$ cat src/inc/crs_defines.svh
// Purpose: offsets, field positions and reset values of the resize block
// Assumes: APB with 32-bit data, one register per aligned word
// Notes: included by the top, arbiter, checker and test files; the flag, package and interface files do not include it
`ifndef CRS_DEFINES_SVH
`define CRS_DEFINES_SVH

`define CRS_ADDR_W          8
`define CRS_OFF_PENDING     8'h00
`define CRS_OFF_ACTIVE      8'h04
`define CRS_OFF_STATUS      8'h08
`define CRS_OFF_CONTROL     8'h0c
`define CRS_OFF_CONFIG      8'h10
`define CRS_OFF_LINK        8'h14
`define CRS_OFF_MEMBER      8'h18
`define CRS_OFF_OOC         8'h1c

`define CRS_SLOT_W          6
`define CRS_SLOT_MAX        6'h3f
`define CRS_SLOT_ZERO       6'h00

`define CRS_ST_COLLISION    8
`define CRS_ST_JAMMER       9
`define CRS_ST_BREAK        10
`define CRS_CTL_RUN         9
`define CRS_CFG_MEM_MODE    0
`define CRS_CFG_OWN_LSB     8

`endif

$ cat src/inc/crs_pkg.sv
// Purpose: shared types of the resize block
// Assumes: nothing
// Notes: arbiter states live here so every file sees one definition
package crs_pkg;

    typedef logic [5:0] crs_slot_t;

    typedef enum logic [1:0]
    {
        CRS_ARB_IDLE,
        CRS_ARB_OWNER,
        CRS_ARB_LOSER
    } crs_arb_e;

endpackage

$ cat src/inc/crs_req_if.sv
// Purpose: carries resize requests between the top and the arbiter
// Assumes: one clock domain
// Notes: peer request seen on the network in the current cycle
`timescale 1ns/1ps
interface crs_req_if;
    logic                   own_req;
    crs_pkg::crs_slot_t     own_value;
    crs_pkg::crs_slot_t     own_addr;
    logic                   own_end;
    logic                   peer_req;
    crs_pkg::crs_slot_t     peer_value;
    crs_pkg::crs_slot_t     peer_addr;
    logic                   peer_end;
    logic                   adopt;
    crs_pkg::crs_slot_t     adopt_value;
    logic                   collide;
    logic                   owner;

    modport top
    (
        output own_req, own_value, own_addr, own_end,
        output peer_req, peer_value, peer_addr, peer_end,
        input  adopt, adopt_value, collide, owner
    );
    modport arb
    (
        input  own_req, own_value, own_addr, own_end,
        input  peer_req, peer_value, peer_addr, peer_end,
        output adopt, adopt_value, collide, owner
    );
endinterface

$ cat src/hdl/crs_top.sv
// Purpose: cycle resize control and network warning flags of one station
// Assumes: APB slave, 32-bit data; peer events arrive as one-cycle pulses
// Notes: ownership range runs from the station address up by the width in the config register
//
// The address map and the APB register port were chosen for this implementation.
`timescale 1ns/1ps
`include "crs_defines.svh"
module crs_top
#(
    parameter int STATIONS = 64
)
(
    // Clock and reset
    input  wire logic                   clock_i,
    input  wire logic                   nrst_i,
    // APB slave
    input  wire logic                   psel_i,
    input  wire logic                   penable_i,
    input  wire logic                   pwrite_i,
    input  wire logic [7:0]             paddr_i,
    input  wire logic [31:0]            pwdata_i,
    output logic      [31:0]            prdata_o,
    output logic                        pready_o,
    output logic                        pslverr_o,
    // Station phase and identity
    input  wire logic                   run_phase_i,
    input  wire logic                   break_phase_i,
    input  wire logic                   public_frame_i,
    input  wire logic [5:0]             station_address_i,
    // Network events from the receiver
    input  wire logic                   peer_req_i,
    input  wire logic [5:0]             peer_value_i,
    input  wire logic [5:0]             peer_addr_i,
    input  wire logic                   peer_end_i,
    input  wire logic                   break_rx_i,
    input  wire logic                   jammer_i,
    input  wire logic                   out_of_cycle_stop_i,
    input  wire logic [5:0]             stop_addr_i,
    input  wire logic [STATIONS-1:0]    link_update_i,
    input  wire logic [STATIONS-1:0]    member_update_i,
    // Network requests to the transmitter, active limit and its update strobe
    output logic                        own_req_o,
    output logic [5:0]                  own_value_o,
    output logic                        own_end_o,
    output logic                        break_tx_o,
    output logic [5:0]                  last_slot_index_o,
    output logic                        limit_updated_o
);

    crs_req_if                  rq ();

    crs_pkg::crs_slot_t         pending_q;
    crs_pkg::crs_slot_t         active_q;
    logic                       mem_mode_q;
    logic [5:0]                 own_width_q;
    logic [STATIONS-1:0]        link_q;
    logic [STATIONS-1:0]        member_q;
    logic [31:0]                prdata_q;
    logic                       pready_q;
    logic                       pslverr_q;
    logic                       own_req_q;
    logic                       own_end_q;
    logic                       break_tx_q;
    logic                       updated_q;

    logic                       wr_cycle;
    logic                       rd_cycle;
    logic                       wr_pending;
    logic                       wr_status;
    logic                       wr_config;
    logic [6:0]                 own_top;
    logic                       value_ok;
    logic                       accept;
    logic                       ending;
    logic                       collision_flag;
    logic                       jammer_flag;
    logic                       break_seen_flag;

    // Access phase; answered in the same cycle, so pready rises a cycle later
    assign wr_cycle   = psel_i && penable_i && pwrite_i && !pready_q;
    assign rd_cycle   = psel_i && penable_i && !pwrite_i && !pready_q;
    assign wr_pending = wr_cycle && (paddr_i == `CRS_OFF_PENDING);
    assign wr_status  = wr_cycle && (paddr_i == `CRS_OFF_STATUS);
    assign wr_config  = wr_cycle && (paddr_i == `CRS_OFF_CONFIG);

    // Highest address in the claimed range
    assign own_top  = {1'b0, station_address_i} + {1'b0, own_width_q};
    assign value_ok = ({1'b0, pwdata_i[5:0]} >= own_top);
    assign ending   = wr_pending && (pwdata_i[5:0] == `CRS_SLOT_ZERO)
                      && run_phase_i && mem_mode_q;
    assign accept   = wr_pending && run_phase_i && mem_mode_q
                      && value_ok && (pwdata_i[5:0] != `CRS_SLOT_ZERO);

    // Arbiter request wiring
    assign rq.own_req    = accept;
    assign rq.own_value  = accept ? pwdata_i[5:0] : pending_q;
    assign rq.own_addr   = station_address_i;
    assign rq.own_end    = ending;
    assign rq.peer_req   = peer_req_i && run_phase_i;
    assign rq.peer_value = peer_value_i;
    assign rq.peer_addr  = peer_addr_i;
    assign rq.peer_end   = peer_end_i && run_phase_i;

    crs_arbiter u_arb
    (
        .clock_i (clock_i),
        .nrst_i  (nrst_i),
        .req     (rq.arb)
    );

    // Warning flags: write one clears, write zero leaves alone
    crs_flag u_collision
    (
        .clock_i (clock_i),
        .nrst_i  (nrst_i),
        .set_i   (rq.collide),
        .clear_i (wr_status && pwdata_i[`CRS_ST_COLLISION]),
        .flag_o  (collision_flag)
    );

    crs_flag u_jammer
    (
        .clock_i (clock_i),
        .nrst_i  (nrst_i),
        .set_i   (jammer_i),
        .clear_i (wr_status && pwdata_i[`CRS_ST_JAMMER]),
        .flag_o  (jammer_flag)
    );

    crs_flag u_break
    (
        .clock_i (clock_i),
        .nrst_i  (nrst_i),
        .set_i   (break_rx_i && run_phase_i),
        .clear_i (wr_status && pwdata_i[`CRS_ST_BREAK]),
        .flag_o  (break_seen_flag)
    );

    // Pending value: only accepted values or zero are stored
    always_ff @(posedge clock_i)
    begin
        if (!nrst_i)
            pending_q <= `CRS_SLOT_ZERO;
        else if (accept || ending)
            pending_q <= pwdata_i[5:0];
    end

    // Active limit follows whichever resize the arbiter grants
    always_ff @(posedge clock_i)
    begin
        if (!nrst_i)
        begin
            active_q  <= `CRS_SLOT_MAX;
            updated_q <= 1'b0;
        end
        else
        begin
            updated_q <= 1'b0;
            if (rq.adopt)
            begin
                active_q  <= rq.adopt_value;
                updated_q <= (rq.adopt_value != active_q);
            end
        end
    end

    // Station configuration
    always_ff @(posedge clock_i)
    begin
        if (!nrst_i)
        begin
            mem_mode_q  <= 1'b1;
            own_width_q <= `CRS_SLOT_ZERO;
        end
        else if (wr_config)
        begin
            mem_mode_q  <= pwdata_i[`CRS_CFG_MEM_MODE];
            own_width_q <= pwdata_i[`CRS_CFG_OWN_LSB +: `CRS_SLOT_W];
        end
    end

    // Link and member flags; an out-of-cycle stop drops that station
    generate
        for (genvar i = 0; i < STATIONS; i++)
        begin : g_stn
            always_ff @(posedge clock_i)
            begin
                if (!nrst_i)
                begin
                    link_q[i]   <= 1'b0;
                    member_q[i] <= 1'b0;
                end
                else if (out_of_cycle_stop_i && stop_addr_i == 6'(i))
                begin
                    link_q[i]   <= 1'b0;
                    member_q[i] <= 1'b0;
                end
                else
                begin
                    link_q[i]   <= link_update_i[i];
                    member_q[i] <= member_update_i[i];
                end
            end
        end
    endgenerate

    // Network side strobes
    always_ff @(posedge clock_i)
    begin
        if (!nrst_i)
        begin
            own_req_q  <= 1'b0;
            own_end_q  <= 1'b0;
            break_tx_q <= 1'b0;
        end
        else
        begin
            own_req_q  <= rq.adopt && (accept ? !rq.collide : !rq.peer_req);
            own_end_q  <= ending && rq.owner;
            break_tx_q <= break_phase_i && public_frame_i;
        end
    end

    // APB answer
    always_ff @(posedge clock_i)
    begin
        if (!nrst_i)
        begin
            prdata_q  <= 32'h0000_0000;
            pready_q  <= 1'b0;
            pslverr_q <= 1'b0;
        end
        else
        begin
            pready_q  <= psel_i && penable_i && !pready_q;
            pslverr_q <= 1'b0;
            prdata_q  <= 32'h0000_0000;
            if (rd_cycle)
            begin
                if (paddr_i == `CRS_OFF_PENDING)
                    prdata_q <= {26'h0, pending_q};
                else if (paddr_i == `CRS_OFF_ACTIVE)
                    prdata_q <= {26'h0, active_q};
                else if (paddr_i == `CRS_OFF_STATUS)
                    prdata_q <= {21'h0, break_seen_flag, jammer_flag,
                                 collision_flag, 8'h00};
                else if (paddr_i == `CRS_OFF_CONTROL)
                    prdata_q <= {22'h0, run_phase_i, 9'h000};
                else if (paddr_i == `CRS_OFF_CONFIG)
                    prdata_q <= {18'h0, own_width_q, 7'h00, mem_mode_q};
                else if (paddr_i == `CRS_OFF_LINK)
                    prdata_q <= link_q[31:0];
                else if (paddr_i == `CRS_OFF_MEMBER)
                    prdata_q <= member_q[31:0];
                else if (paddr_i == `CRS_OFF_OOC)
                    prdata_q <= link_q[STATIONS-1:32];
                else
                    pslverr_q <= 1'b1;
            end
            else if (wr_cycle && !(wr_pending || wr_status || wr_config))
                pslverr_q <= 1'b1;
        end
    end

    assign prdata_o          = prdata_q;
    assign pready_o          = pready_q;
    assign pslverr_o         = pslverr_q;
    assign own_req_o         = own_req_q;
    assign own_value_o       = pending_q;
    assign own_end_o         = own_end_q;
    assign break_tx_o        = break_tx_q;
    assign last_slot_index_o = active_q;
    assign limit_updated_o   = updated_q;

endmodule

$ cat src/hdl/crs_arbiter.sv
// Purpose: decides which station's resize owns the network
// Assumes: peer requests and ends arrive as one-cycle pulses
// Notes: an own resize beats later peers once granted; a lone peer resize is not held; ties go to the lower station address
`timescale 1ns/1ps
`include "crs_defines.svh"
module crs_arbiter
(
    // Clock and reset
    input  wire logic       clock_i,
    input  wire logic       nrst_i,
    // Requests
    crs_req_if.arb          req
);

    crs_pkg::crs_arb_e      state_q;
    crs_pkg::crs_slot_t     holder_q;
    crs_pkg::crs_slot_t     held_value_q;
    logic                   own_wins;

    // Own request beats a coincident peer only with the lower address
    assign own_wins = req.own_req && (!req.peer_req || req.own_addr < req.peer_addr);

    always_ff @(posedge clock_i)
    begin
        if (!nrst_i)
        begin
            state_q      <= crs_pkg::CRS_ARB_IDLE;
            holder_q     <= `CRS_SLOT_ZERO;
            held_value_q <= `CRS_SLOT_ZERO;
        end
        else
        begin
            case (state_q)
                crs_pkg::CRS_ARB_IDLE:
                begin
                    if (own_wins)
                    begin
                        state_q      <= crs_pkg::CRS_ARB_OWNER;
                        holder_q     <= req.own_addr;
                        held_value_q <= req.own_value;
                    end
                    else if (req.peer_req)
                    begin
                        state_q      <= req.own_req ? crs_pkg::CRS_ARB_LOSER
                                                    : crs_pkg::CRS_ARB_IDLE;
                        holder_q     <= req.peer_addr;
                        held_value_q <= req.peer_value;
                    end
                end
                crs_pkg::CRS_ARB_OWNER:
                begin
                    if (req.own_end)
                        state_q <= crs_pkg::CRS_ARB_IDLE;
                end
                crs_pkg::CRS_ARB_LOSER:
                begin
                    if (req.own_end)
                        state_q <= crs_pkg::CRS_ARB_IDLE;
                    else if (req.peer_end && req.peer_addr == holder_q)
                    begin
                        state_q      <= crs_pkg::CRS_ARB_OWNER;
                        holder_q     <= req.own_addr;
                        held_value_q <= req.own_value;
                    end
                end
                default:
                    state_q <= crs_pkg::CRS_ARB_IDLE;
            endcase
        end
    end

    always_comb
    begin
        req.adopt       = 1'b0;
        req.adopt_value = req.own_value;
        req.collide     = 1'b0;
        req.owner       = (state_q == crs_pkg::CRS_ARB_OWNER);
        case (state_q)
            crs_pkg::CRS_ARB_IDLE:
            begin
                if (own_wins)
                begin
                    req.adopt = 1'b1;
                end
                else if (req.peer_req)
                begin
                    req.adopt       = 1'b1;
                    req.adopt_value = req.peer_value;
                    req.collide     = req.own_req;
                end
            end
            crs_pkg::CRS_ARB_OWNER:
            begin
                // A later peer request is not adopted but raises a collision
                req.collide = req.peer_req;
            end
            crs_pkg::CRS_ARB_LOSER:
            begin
                if (!req.own_end && req.peer_end && req.peer_addr == holder_q)
                    req.adopt = 1'b1;
                req.collide = req.own_req;
            end
            default:
            begin
                req.adopt = 1'b0;
            end
        endcase
    end

endmodule

$ cat src/hdl/crs_flag.sv
// Purpose: sticky warning flag, set by hardware, cleared by writing one
// Assumes: set and clear are single-cycle strobes
// Notes: set wins over a clear in the same cycle
`timescale 1ns/1ps
module crs_flag
(
    // Clock and reset
    input  wire logic       clock_i,
    input  wire logic       nrst_i,
    // Control
    input  wire logic       set_i,
    input  wire logic       clear_i,
    output logic            flag_o
);

    logic                   flag_q;

    always_ff @(posedge clock_i)
    begin
        if (!nrst_i)
            flag_q <= 1'b0;
        else if (set_i)
            flag_q <= 1'b1;
        else if (clear_i)
            flag_q <= 1'b0;
    end

    assign flag_o = flag_q;

endmodule

$ cat config.mk
export PLATFORM = sky130hd
export DESIGN_NAME = crs_top
export DESIGN_NICKNAME = d
export VERILOG_FILES = /design/src/inc/crs_pkg.sv /design/src/inc/crs_req_if.sv /design/src/hdl/crs_top.sv /design/src/hdl/crs_arbiter.sv /design/src/hdl/crs_flag.sv
export VERILOG_INCLUDE_DIRS = /design/src /design/src/inc
export SDC_FILE = /design/constraint.sdc
export NUM_CORES = 1
export LEC_CHECK = 0
export BUFFER_PORTS_ARGS = -buffer_cell sky130_fd_sc_hd__buf_4
export CAP_MARGIN = 20
export CORE_MARGIN = 2
export CORE_UTILIZATION = 56
export CTS_BUF_LIST = sky130_fd_sc_hd__clkbuf_4 sky130_fd_sc_hd__clkbuf_8
export DETAILED_ROUTE_END_ITERATION = 12
export GPL_ROUTABILITY_DRIVEN = 0
export PLACE_DENSITY = 0.91
export REMOVE_ABC_BUFFERS = 1
export SLEW_MARGIN = 15
export SYNTH_ARGS = -nofsm -noshare
export SYNTH_HDL_FRONTEND = slang
export SYNTH_HIERARCHICAL = 1
export SYNTH_SLANG_ARGS = --single-unit
export TNS_END_PERCENT = 50
$ cat constraint.sdc
create_clock -name clock_i -period 9.9 [get_ports clock_i]
set_input_delay 0.495 -clock clock_i [delete_from_list [all_inputs] [get_ports clock_i]]
set_output_delay 0.495 -clock clock_i [all_outputs]
set_load 0.01 [all_outputs]
Word-level counts from Yosys, hierarchy flattened
Index checks and enable logic that the tools add are counted.
- $add $sub $neg: 1
- order comparisons: 2
- equal/unequal tests: 79
- mux-type cells: 48
- bitwise operators: 2
- reduce and logical (&&, ||, !) cells: 184
- operators by type and width (operator ; number):
    equality test 6 bit, second input constant ; 32
    OR reduction 2 bit ; 64
    equality test 6 x 5 -> 1 bit, second input constant ; 16
    two-way mux 32 bit ; 3
    logical AND 1 bit ; 94
    two-way mux 6 bit ; 10
    equality test 6 x 4 -> 1 bit, second input constant ; 8
    equality test 8 x 5 -> 1 bit, second input constant ; 4
    equality test 6 x 3 -> 1 bit, second input constant ; 4
    two-way mux 1 bit ; 22
    two-way mux 11 bit ; 2
    equality test 8 x 4 -> 1 bit, second input constant ; 2
    two-way mux 14 bit ; 1
    equality test 6 x 2 -> 1 bit, second input constant ; 2
    zero test 6 bit ; 2
    two-way mux 2 bit ; 6
    case mux 6 bit (2 select lines) ; 1
    equality test 8 x 3 -> 1 bit, second input constant ; 1
    zero test 8 bit ; 1
    nonzero test 2 bit ; 4
    adder 6 x 6 -> 7 bit ; 1
    greater-or-equal comparator 6 x 7 -> 1 bit ; 1
    OR reduction 7 bit ; 1
    equality test 6 x 1 -> 1 bit, second input constant ; 1
    other kinds (21) ; 33
- register bits: 164
- output and inout port bits: 50
- logic and storage cells: 431

Depth between registers and ports, before layout
Gate-level depths: netlist (run 1).
- depth after elaboration: 14
- mapped depth: 18
- gate-level depth less buffers: 17

Hierarchy
The synthesis (run 1) kept the hierarchy.
- modules (own cells, without submodules) (module ; instances ; cells an instance ; area each (µm²) ; seq. area each (µm²)):
    crs_top ; 1 ; 724 ; 6313.6 ; 3062.9
    crs_arbiter ; 1 ; 101 ; 835.8 ; 160.2
    crs_flag ; 3 ; 3 ; 41.3 ; 20.0

Least setup slack after synthesis (run 1)
Ideal clock, no wire load.
- path type: input to register
- start point: in station_address_i[0]
- end point: reg updated_q, in the netlist limit_updated_o
- library setup time: 131 ps
- arrival time: 3824 ps
- required time: 9769 ps
- slack: 5945 ps
- stages: 15
- cells stage by stage: ha_1 -> fa_1 -> a211oi_1 -> o21ai_0 -> ha_1 -> nand3_1 -> o21ai_1 -> nand3_1 -> nor2b_1 -> inv_1 -> o211ai_2 -> mux2_1 -> xor2_1 -> nor4_1 -> a31oi_1
- word-level cells in the longest chain between the ends: 9
- elaborated cells on any way between the ends: 15
- classes of those cells: 1 x add/sub; 2 x order compare; 1 x eq/ne; 6 x mux; 5 x reduce/logical
- RTL lines (item ; RTL line ; RTL):
    start: declaration ; crs_top.sv:29 ; input wire logic [5:0] station_address_i,
    adder 6 x 6 -> 7 bit * ; crs_top.sv:87 ; assign own_top = {1'b0, station_address_i} + {1'b0, own_width_q};
    greater-or-equal comparator 6 x 7 -> 1 bit * ; crs_top.sv:88 ; assign value_ok = ({1'b0, pwdata_i[5:0]} >= own_top);
    logical AND 1 bit * ; crs_top.sv:92 ; && value_ok && (pwdata_i[5:0] != `CRS_SLOT_ZERO);
    logical AND 1 bit * ; crs_top.sv:91 ; assign accept = wr_pending && run_phase_i && mem_mode_q
    named net accept ; crs_top.sv:73 ; logic accept;
    two-way mux 6 bit ; crs_top.sv:96 ; assign rq.own_value = accept ? pwdata_i[5:0] : pending_q;
    two-way mux 6 bit ; crs_arbiter.sv:85 ; else if (req.peer_req)
    two-way mux 6 bit ; crs_arbiter.sv:81 ; if (own_wins)
    two-way mux 6 bit * ; crs_arbiter.sv:78 ; case (state_q)
    named net rq.adopt_value[2] ; crs_req_if.sv:15 ; crs_pkg::crs_slot_t adopt_value;
    inequality test 6 bit * ; crs_top.sv:162 ; updated_q <= (rq.adopt_value != active_q);
    end signal: assignment ; crs_top.sv:162 ;
    end: declaration ; crs_top.sv:64 ; logic updated_q;
Mark *: on every way through the listed nets, which the timed path passes. The rest lies on a longest branch.
A chain may end at the register's enable or synchronous reset.

Final worst setup path (run 1)
- start point: reg own_width_q[0]
- end point: reg updated_q, in the netlist limit_updated_o
- word-level cells in the longest chain between the ends: 9
- elaborated cells on any way between the ends: 13
- classes of those cells: 1 x add/sub; 1 x order compare; 1 x eq/ne; 6 x mux; 4 x reduce/logical
- RTL lines (item ; RTL line ; RTL):
    start: declaration ; crs_top.sv:55 ; logic [5:0] own_width_q;
    start signal: assignment ; crs_top.sv:173 ; own_width_q <= `CRS_SLOT_ZERO;
    start signal: assignment ; crs_top.sv:178 ; own_width_q <= pwdata_i[`CRS_CFG_OWN_LSB +: `CRS_SLOT_W];
    adder 6 x 6 -> 7 bit * ; crs_top.sv:87 ;
    greater-or-equal comparator 6 x 7 -> 1 bit * ; crs_top.sv:88 ;
    logical AND 1 bit * ; crs_top.sv:92 ;
    logical AND 1 bit * ; crs_top.sv:91 ;
    named net accept ; crs_top.sv:73 ;
    two-way mux 6 bit ; crs_top.sv:96 ;
    two-way mux 6 bit ; crs_arbiter.sv:85 ;
    two-way mux 6 bit ; crs_arbiter.sv:81 ;
    two-way mux 6 bit * ; crs_arbiter.sv:78 ;
    named net rq.adopt_value[2] ; crs_req_if.sv:15 ;
    inequality test 6 bit * ; crs_top.sv:162 ;
Marks and branches as above.

==> run metrics, run 1 <==
result of the run=complete, no violations; leak pwr=4.378 nW; worst endpoint data arrival time=4.79 ns; worst-case headroom to the max-slew limit=45.47%; final number of max-transition violations=0; final routed wirelength across all metal layers=20330 um; sequential share of the synthesized area=45.14%; Power Density=152.9 nW/um^2; clock tree skew after final layout=0.01093 ns; Sequential Area=3283 sq um; top post-synthesis cells by area=sky130_fd_sc_hd__dfxtp_1 45%, sky130_fd_sc_hd__nor2_1 6.3%, sky130_fd_sc_hd__inv_1 4.9%; yosys warns=6; Total Nets Final=1246; DRC violation count after routing=0; number of enable-type register cells in the synthesized netlist=0; maximum number of pins on one net before global-route repair=87; reg-to-reg endpoint=limit_updated_o; total global routing track utilization=29.13%; total standard cell area after synthesis=7273 sq um; share of final-layout standard cells stronger than drive strength 1=28.76%; crit path capture type=register; width of the die=118.0 um; clock latency at the later pin of the worst-skew pair=0.46 ns; post-route worst setup slack=5.451 ns; top cell type by total area after synthesis=sky130_fd_sc_hd__dfxtp_1; buffer cell driving the clock tree root=sky130_fd_sc_hd__clkbuf_8; hold_sp=link_update_i[7]; number of global-route vias before repair=6621; Worst Path Required=10.24 ns; commonest non-fill, non-tap cells in the layout=205 x sky130_fd_sc_hd__buf_4, 164 x sky130_fd_sc_hd__dfxtp_1, 121 x sky130_fd_sc_hd__nor2_1; wire length per cell after detailed routing=16.83 um; number of buffers added for setup after CTS=0; Fmax=0.2248 GHz; Filler cells=898; PortBufs=202; post-cts hold buffer count=0; Total Die Area=13920 sq um; deepest level of the CTS H-tree=4; post-detail-place hpwl=14300 um; leftover overflow at the end of global routing=0; cell count of the worst hold path=3; Vias per Instance=5.533; worst slack at placement=5.273 ns; RSZ-0062 raised after global routing=false; total inserted antenna cells=0; cell count after synthesis=834; total via count in the routed design=6684; maximum VDD drop=0.1182 mV; max_cap viols=0; core box area=12670 sq um; Critical R2R Launch=own_width_q[0]; floorplan die height=118.0 um; biggest fanout along the worst timing path=6; row count=41; synthesized area per cell=8.721 sq um; Inserted Clock Buffers=17; Antenna Nets Post-Route=0; clock transition at the register clock pins on the worst setup and hold paths after CTS=0.09 ns; cts repair resizes=0; final critical-path share of the clock period=44.94%; signed area change from the synthesized netlist to the final layout=28.54%; global-route wire length before repair=32150 um; area of combinational cells with multiple inputs=3468 sq um; Starting Density=57.40%; #FFs+latches synth=164; I/O Pins=255; antenna violations before repair=0; Initial DRT Pass Iterations=8; shortest clock period the worst path allows after layout=4.449 ns; Total Negative Setup Slacks=0 ns; clock tree from TritonCTS=yes; slew at the pin closest to its max-slew limit=0.8162 ns; Sink Count=164; critical path start-end classification=reg -> reg; startpoint class of the critical path=register; number of DRC violations after detailed-routing iteration 0=574; final hold violations=0; setup violators final=0; Clock Tree Buf Depth=2; Synth async-reset ratio=0%; area share of the largest cell type after synthesis=45.14%; Hold Crit Class=in -> reg; cells on worst reg2reg path=15; worst min-delay path endpoint=link_q[7]; leading cell type in the layout, fill and taps excluded=sky130_fd_sc_hd__buf_4; setup slack on the worst flop-to-flop path=5.45 ns; ys flop type=sky130_fd_sc_hd__dfxtp_1; Distinct cells, synth=59
worst max-delay path, cell delays in order (launching register included):
cell and delay (ns):
sky130_fd_sc_hd__dfxtp_1 0.34, sky130_fd_sc_hd__ha_1 0.21, sky130_fd_sc_hd__fa_1 0.43, sky130_fd_sc_hd__a211oi_1 0.35, sky130_fd_sc_hd__o21ai_0 0.21, sky130_fd_sc_hd__ha_1 0.34
sky130_fd_sc_hd__nand3_1 0.08, sky130_fd_sc_hd__o21ai_1 0.37, sky130_fd_sc_hd__nand3_1 0.13, sky130_fd_sc_hd__nor2b_1 0.33, sky130_fd_sc_hd__inv_1 0.15, sky130_fd_sc_hd__o211ai_2 0.39
sky130_fd_sc_hd__mux2_1 0.40, sky130_fd_sc_hd__xor2_1 0.15, sky130_fd_sc_hd__nor4_1 0.32, sky130_fd_sc_hd__a31oi_1 0.12
cell usage after synthesis (all sizes together) (7+ instances only):
master / instances
a22oi: 28
nand2: 69
mux4: 7
buf: 14
mux2: 31
dfxtp: 164
nor2b: 13
and2: 8
ha: 17
mux2i: 19
xnor2: 9
nand2b: 9
inv: 95
clkbuf: 23
nand3: 10
nor2: 122
nor3: 11
o21ai: 61
a21oi: 52
final cells by class:
class / instances / share of cell area [%]
multi-input cells: 538 / 37.10
flip-flops and latches: 164 / 35.12
repair buffers: 207 / 16.74
inverters: 95 / 3.814
clock buffers: 18 / 2.650
well taps: 172 / 2.302
clock inverters: 14 / 2.275
flip-flops by register name, indices dropped and copies added, names as in the netlist, 2 cells and up:
name / count
link_q: 64
member_q: 32
prdata_o: 32
last_slot_index_o: 6
own_value_o: 6
own_width_q: 6
u_arb/holder_q: 6
u_arb/state_q: 2
per-layer routing:
metal	GRT usage, %	vias up	wire, um
met4	11.82	0	524
met1	33.36	3061	7729
met3	8.333	57	2107
li1	-	3172	-
met2	50.94	394	9964
met5	0	-	0
kinds of logic (layout without fill, tap and decap cells):
| group | Yosys count | after routing | share of synthesized area (%) |
|---|---|---|---|
| DFF | 164 | 164 | 45.14 |
| buffers and inverters | 132 | 334 | 7.208 |
| xor gates and xnor gates | 15 | 15 | 1.806 |
| and+or+nand+nor | 269 | 269 | 17.53 |
| adders and majority gates | 18 | 18 | 3.200 |
| AOI/OAI and AO/OA | 179 | 179 | 15.53 |
| muxes | 57 | 57 | 9.582 |
stage by stage:
stage	util [%]	area (sq um)	power, mW	cells	hold slack (ns)
floorplan	-	7106	0.7904	797	0.4538
CTS	73.58	9323	1.430	1206	0.2261
finish	73.78	9349	1.430	1208	0.2439
detailed placement	69.94	8862	0.8846	1174	0.4690
global placement	69.94	8862	0.8788	1174	0.4577
global route	73.78	9349	1.483	1208	0.2320
how the worst max path moves through the flow:
stage                                    start  depth (start not counted)              end  slack [ns]
after floorplan           station_address_i[0]                         15  limit_updated_o        5.95
final                           own_width_q[0]                         15  limit_updated_o        5.45
after global routing            own_width_q[0]                         15  limit_updated_o        5.26
after CTS                       own_width_q[0]                         15  limit_updated_o        5.59
after detailed placement  station_address_i[0]                         16  limit_updated_o        5.27
after global placement    station_address_i[0]                         16  limit_updated_o        5.43
where the power goes:
part,switching (mW),internal (mW)
combinational,0.0920,0.0876
clock,0.265,0.291
sequential,0.00953,0.685
(Power assumes the default switching activity.)
==> inputs of run 2 (changes only) <==
--- a/config.mk
+++ b/config.mk
@@ -9,11 +9,11 @@
 export BUFFER_PORTS_ARGS = -buffer_cell sky130_fd_sc_hd__buf_4
 export CAP_MARGIN = 20
 export CORE_MARGIN = 2
-export CORE_UTILIZATION = 56
+export CORE_UTILIZATION = 47
 export CTS_BUF_LIST = sky130_fd_sc_hd__clkbuf_4 sky130_fd_sc_hd__clkbuf_8
 export DETAILED_ROUTE_END_ITERATION = 12
 export GPL_ROUTABILITY_DRIVEN = 0
-export PLACE_DENSITY = 0.91
+export PLACE_DENSITY = 0.82
 export REMOVE_ABC_BUFFERS = 1
 export SLEW_MARGIN = 15
 export SYNTH_ARGS = -nofsm -noshare
==> constraint.sdc (replaced) <==
create_clock -name clock_i -period 3.91 [get_ports clock_i]
set_input_delay 0.1955 -clock clock_i [delete_from_list [all_inputs] [get_ports clock_i]]
set_output_delay 0.1955 -clock clock_i [all_outputs]
set_load 0.01 [all_outputs]
==> run metrics, run 2 (synthesized netlist as in run 1, its figures left out) <==
startpoint class of the critical path=register; Clock Tree Buf Depth=2; clock tree skew after final layout=0.01004 ns; row count=45; critical path start-end classification=reg -> reg; post-route total power=3.586 mW; Total Die Area=16490 sq um; leftover overflow at the end of global routing=0; slew at the pin closest to its max-slew limit=0.9576 ns; global-route wire length before repair=37340 um; setup violators final=0; Fmax=0.2669 GHz; result of the run=complete, no violations; wire length per cell after detailed routing=18.16 um; max_cap viols=0; Sink Count=164; launch point of the critical path=own_width_q[0]; clock transition at the register clock pins on the worst setup and hold paths after CTS=0.08 ns; total inserted antenna cells=0; global-route layer with the greatest usage=met2; Critical R2R Launch=own_width_q[0]; number of global-route vias before repair=7432; post-detail-place hpwl=15190 um; number of DRC violations after detailed-routing iteration 0=593; worst-case headroom to the max-slew limit=36.09%; share of final-layout standard cells stronger than drive strength 1=27.29%; crit-path cells=ha_1 -> fa_2 -> a211oi_2 -> o21ai_0 -> ha_1 -> a21o_1 -> a21oi_1 -> o21ai_2 -> nand3_1 -> nor2b_2 -> inv_2 -> o211ai_4 -> buf_4 -> mux2_1 -> xor2_1 -> nor4_2 -> a31oi_1; buffer cell driving the clock tree root=sky130_fd_sc_hd__clkbuf_8; leak pwr=4.831 nW; met3 usage in global routing=6.195%; placed standard-cell area=8927 sq um; maximum number of pins on one net before global-route repair=89; Global Route met2 Usage=52.82%; WP depth=17; DRC violation count after routing=0; Vias per Instance=5.438; Antenna Nets Post-Route=0; floorplan die height=128.4 um; worst slack at placement=0.04782 ns; final critical-path share of the clock period=95.82%; most used cell, CP=sky130_fd_sc_hd__ha_1; max reg flops=64; commonest non-fill, non-tap cells in the layout=212 x sky130_fd_sc_hd__buf_4, 163 x sky130_fd_sc_hd__dfxtp_1, 121 x sky130_fd_sc_hd__nor2_1; total global routing track utilization=29.31%; Placed Cells=1195; met1 GRT Util=33.88%; largest reg by FF count=link_q; width of the die=128.4 um; Inserted Clock Buffers=17; final instance area=10450 sq um; final hold violations=0; cell count of the worst hold path=3; Hold Crit Class=in -> reg; total via count in the routed design=7260; signed area change from the synthesized netlist to the final layout=43.70%; Worst Path Required=4.22 ns; Total Negative Setup Slacks=0 ns; kind of cell with the highest combined delay on the critical path=compound AO/OA/AOI/OAI gates; antenna violations before repair=0; clock tree from TritonCTS=yes; Util after Layout=69.00%; maximum VDD drop=0.3342 mV; Starting Density=48.02%; post-route worst setup slack=0.1636 ns; cell with the largest stage delay on the worst path=sky130_fd_sc_hd__fa_2; leading cell type in the layout, fill and taps excluded=sky130_fd_sc_hd__buf_4; Power Density=343.1 nW/um^2; biggest fanout along the worst timing path=6; crit path capture type=register; core box area=15150 sq um; worst endpoint data arrival time=4.06 ns; count of buffering cells on the critical path with inverters included=2; PortBufs=202; final routed wirelength across all metal layers=24240 um; Initial DRT Pass Iterations=5; deepest level of the CTS H-tree=4; final number of max-transition violations=0; Total Nets Final=1358; shortest clock period the worst path allows after layout=3.746 ns; cells on worst reg2reg path=17; hold_sp=pwrite_i; Worst Hold Margin=0.03530 ns; crit-path max cell delay=0.38 ns; I/O Pins=255; Final Non-Filler Cells=1335; clock latency at the later pin of the worst-skew pair=0.45 ns
[run 2: cell types whose count changed in the layout (fill, tap and decap cells not counted), sizes merged]
cell / delta
dlygate4sd3: +105
buf: +7
clkbuf: +4
inv: -4
bufinv: -2
clkinv: +1
[run 2: where the power goes]
part	leakage, nW	switching, mW	internal, mW	total [mW]
clock	0.201	0.632	0.630	1.26
combinational	3.28	0.268	0.297	0.565
sequential	1.35	0.0249	1.73	1.76
total	4.83	0.925	2.66	3.59
[run 2: final timing paths]
check	to	slack, ns
setup / recovery	limit_updated_o	0.16
hold / removal	pslverr_o	0.04
setup reg to reg	limit_updated_o	0.16
hold reg to reg	prdata_o[20]	0.48
[run 2: area by class of cell]
class	instances	area (sq um)
clock buffers	22	284.0
flip-flops and latches	164	3287
clock inverters	9	118.9
fillers	1098	4695
multi-input cells	538	3501
inverters	95	356.6
well taps	188	235.2
repair buffers	319	2669
[run 2: worst register-to-register path, cell delays in order (launching register included)]
cell and delay [ns]:
sky130_fd_sc_hd__dfxtp_1 0.34, sky130_fd_sc_hd__ha_1 0.22, sky130_fd_sc_hd__fa_2 0.38, sky130_fd_sc_hd__a211oi_2 0.25, sky130_fd_sc_hd__o21ai_0 0.13, sky130_fd_sc_hd__ha_1 0.32, sky130_fd_sc_hd__a21o_1 0.12, sky130_fd_sc_hd__a21oi_1 0.07
sky130_fd_sc_hd__o21ai_2 0.07, sky130_fd_sc_hd__nand3_1 0.11, sky130_fd_sc_hd__nor2b_2 0.17, sky130_fd_sc_hd__inv_2 0.07, sky130_fd_sc_hd__o211ai_4 0.24, sky130_fd_sc_hd__buf_4 0.16, sky130_fd_sc_hd__mux2_1 0.35, sky130_fd_sc_hd__xor2_1 0.16
sky130_fd_sc_hd__nor4_2 0.31, sky130_fd_sc_hd__a31oi_1 0.14
[run 2: repair_timing]
action | in CTS | in global routing
endpoints found under the hold margin | 104 | 0
setup endpoints to repair | 1 | 1
pin swaps | 0 | 4
resized for setup | 1 | 10
buffers inserted | 0 | 3
hold buffers | 105 | 0
[run 2: per-layer routing]
metal  up-vias  part of all wire (%)
li1       3387                     -
met5         -                     0
met1      3377                    38
met3        78                   8.2
met4         0                   3.3
met2       418                    51
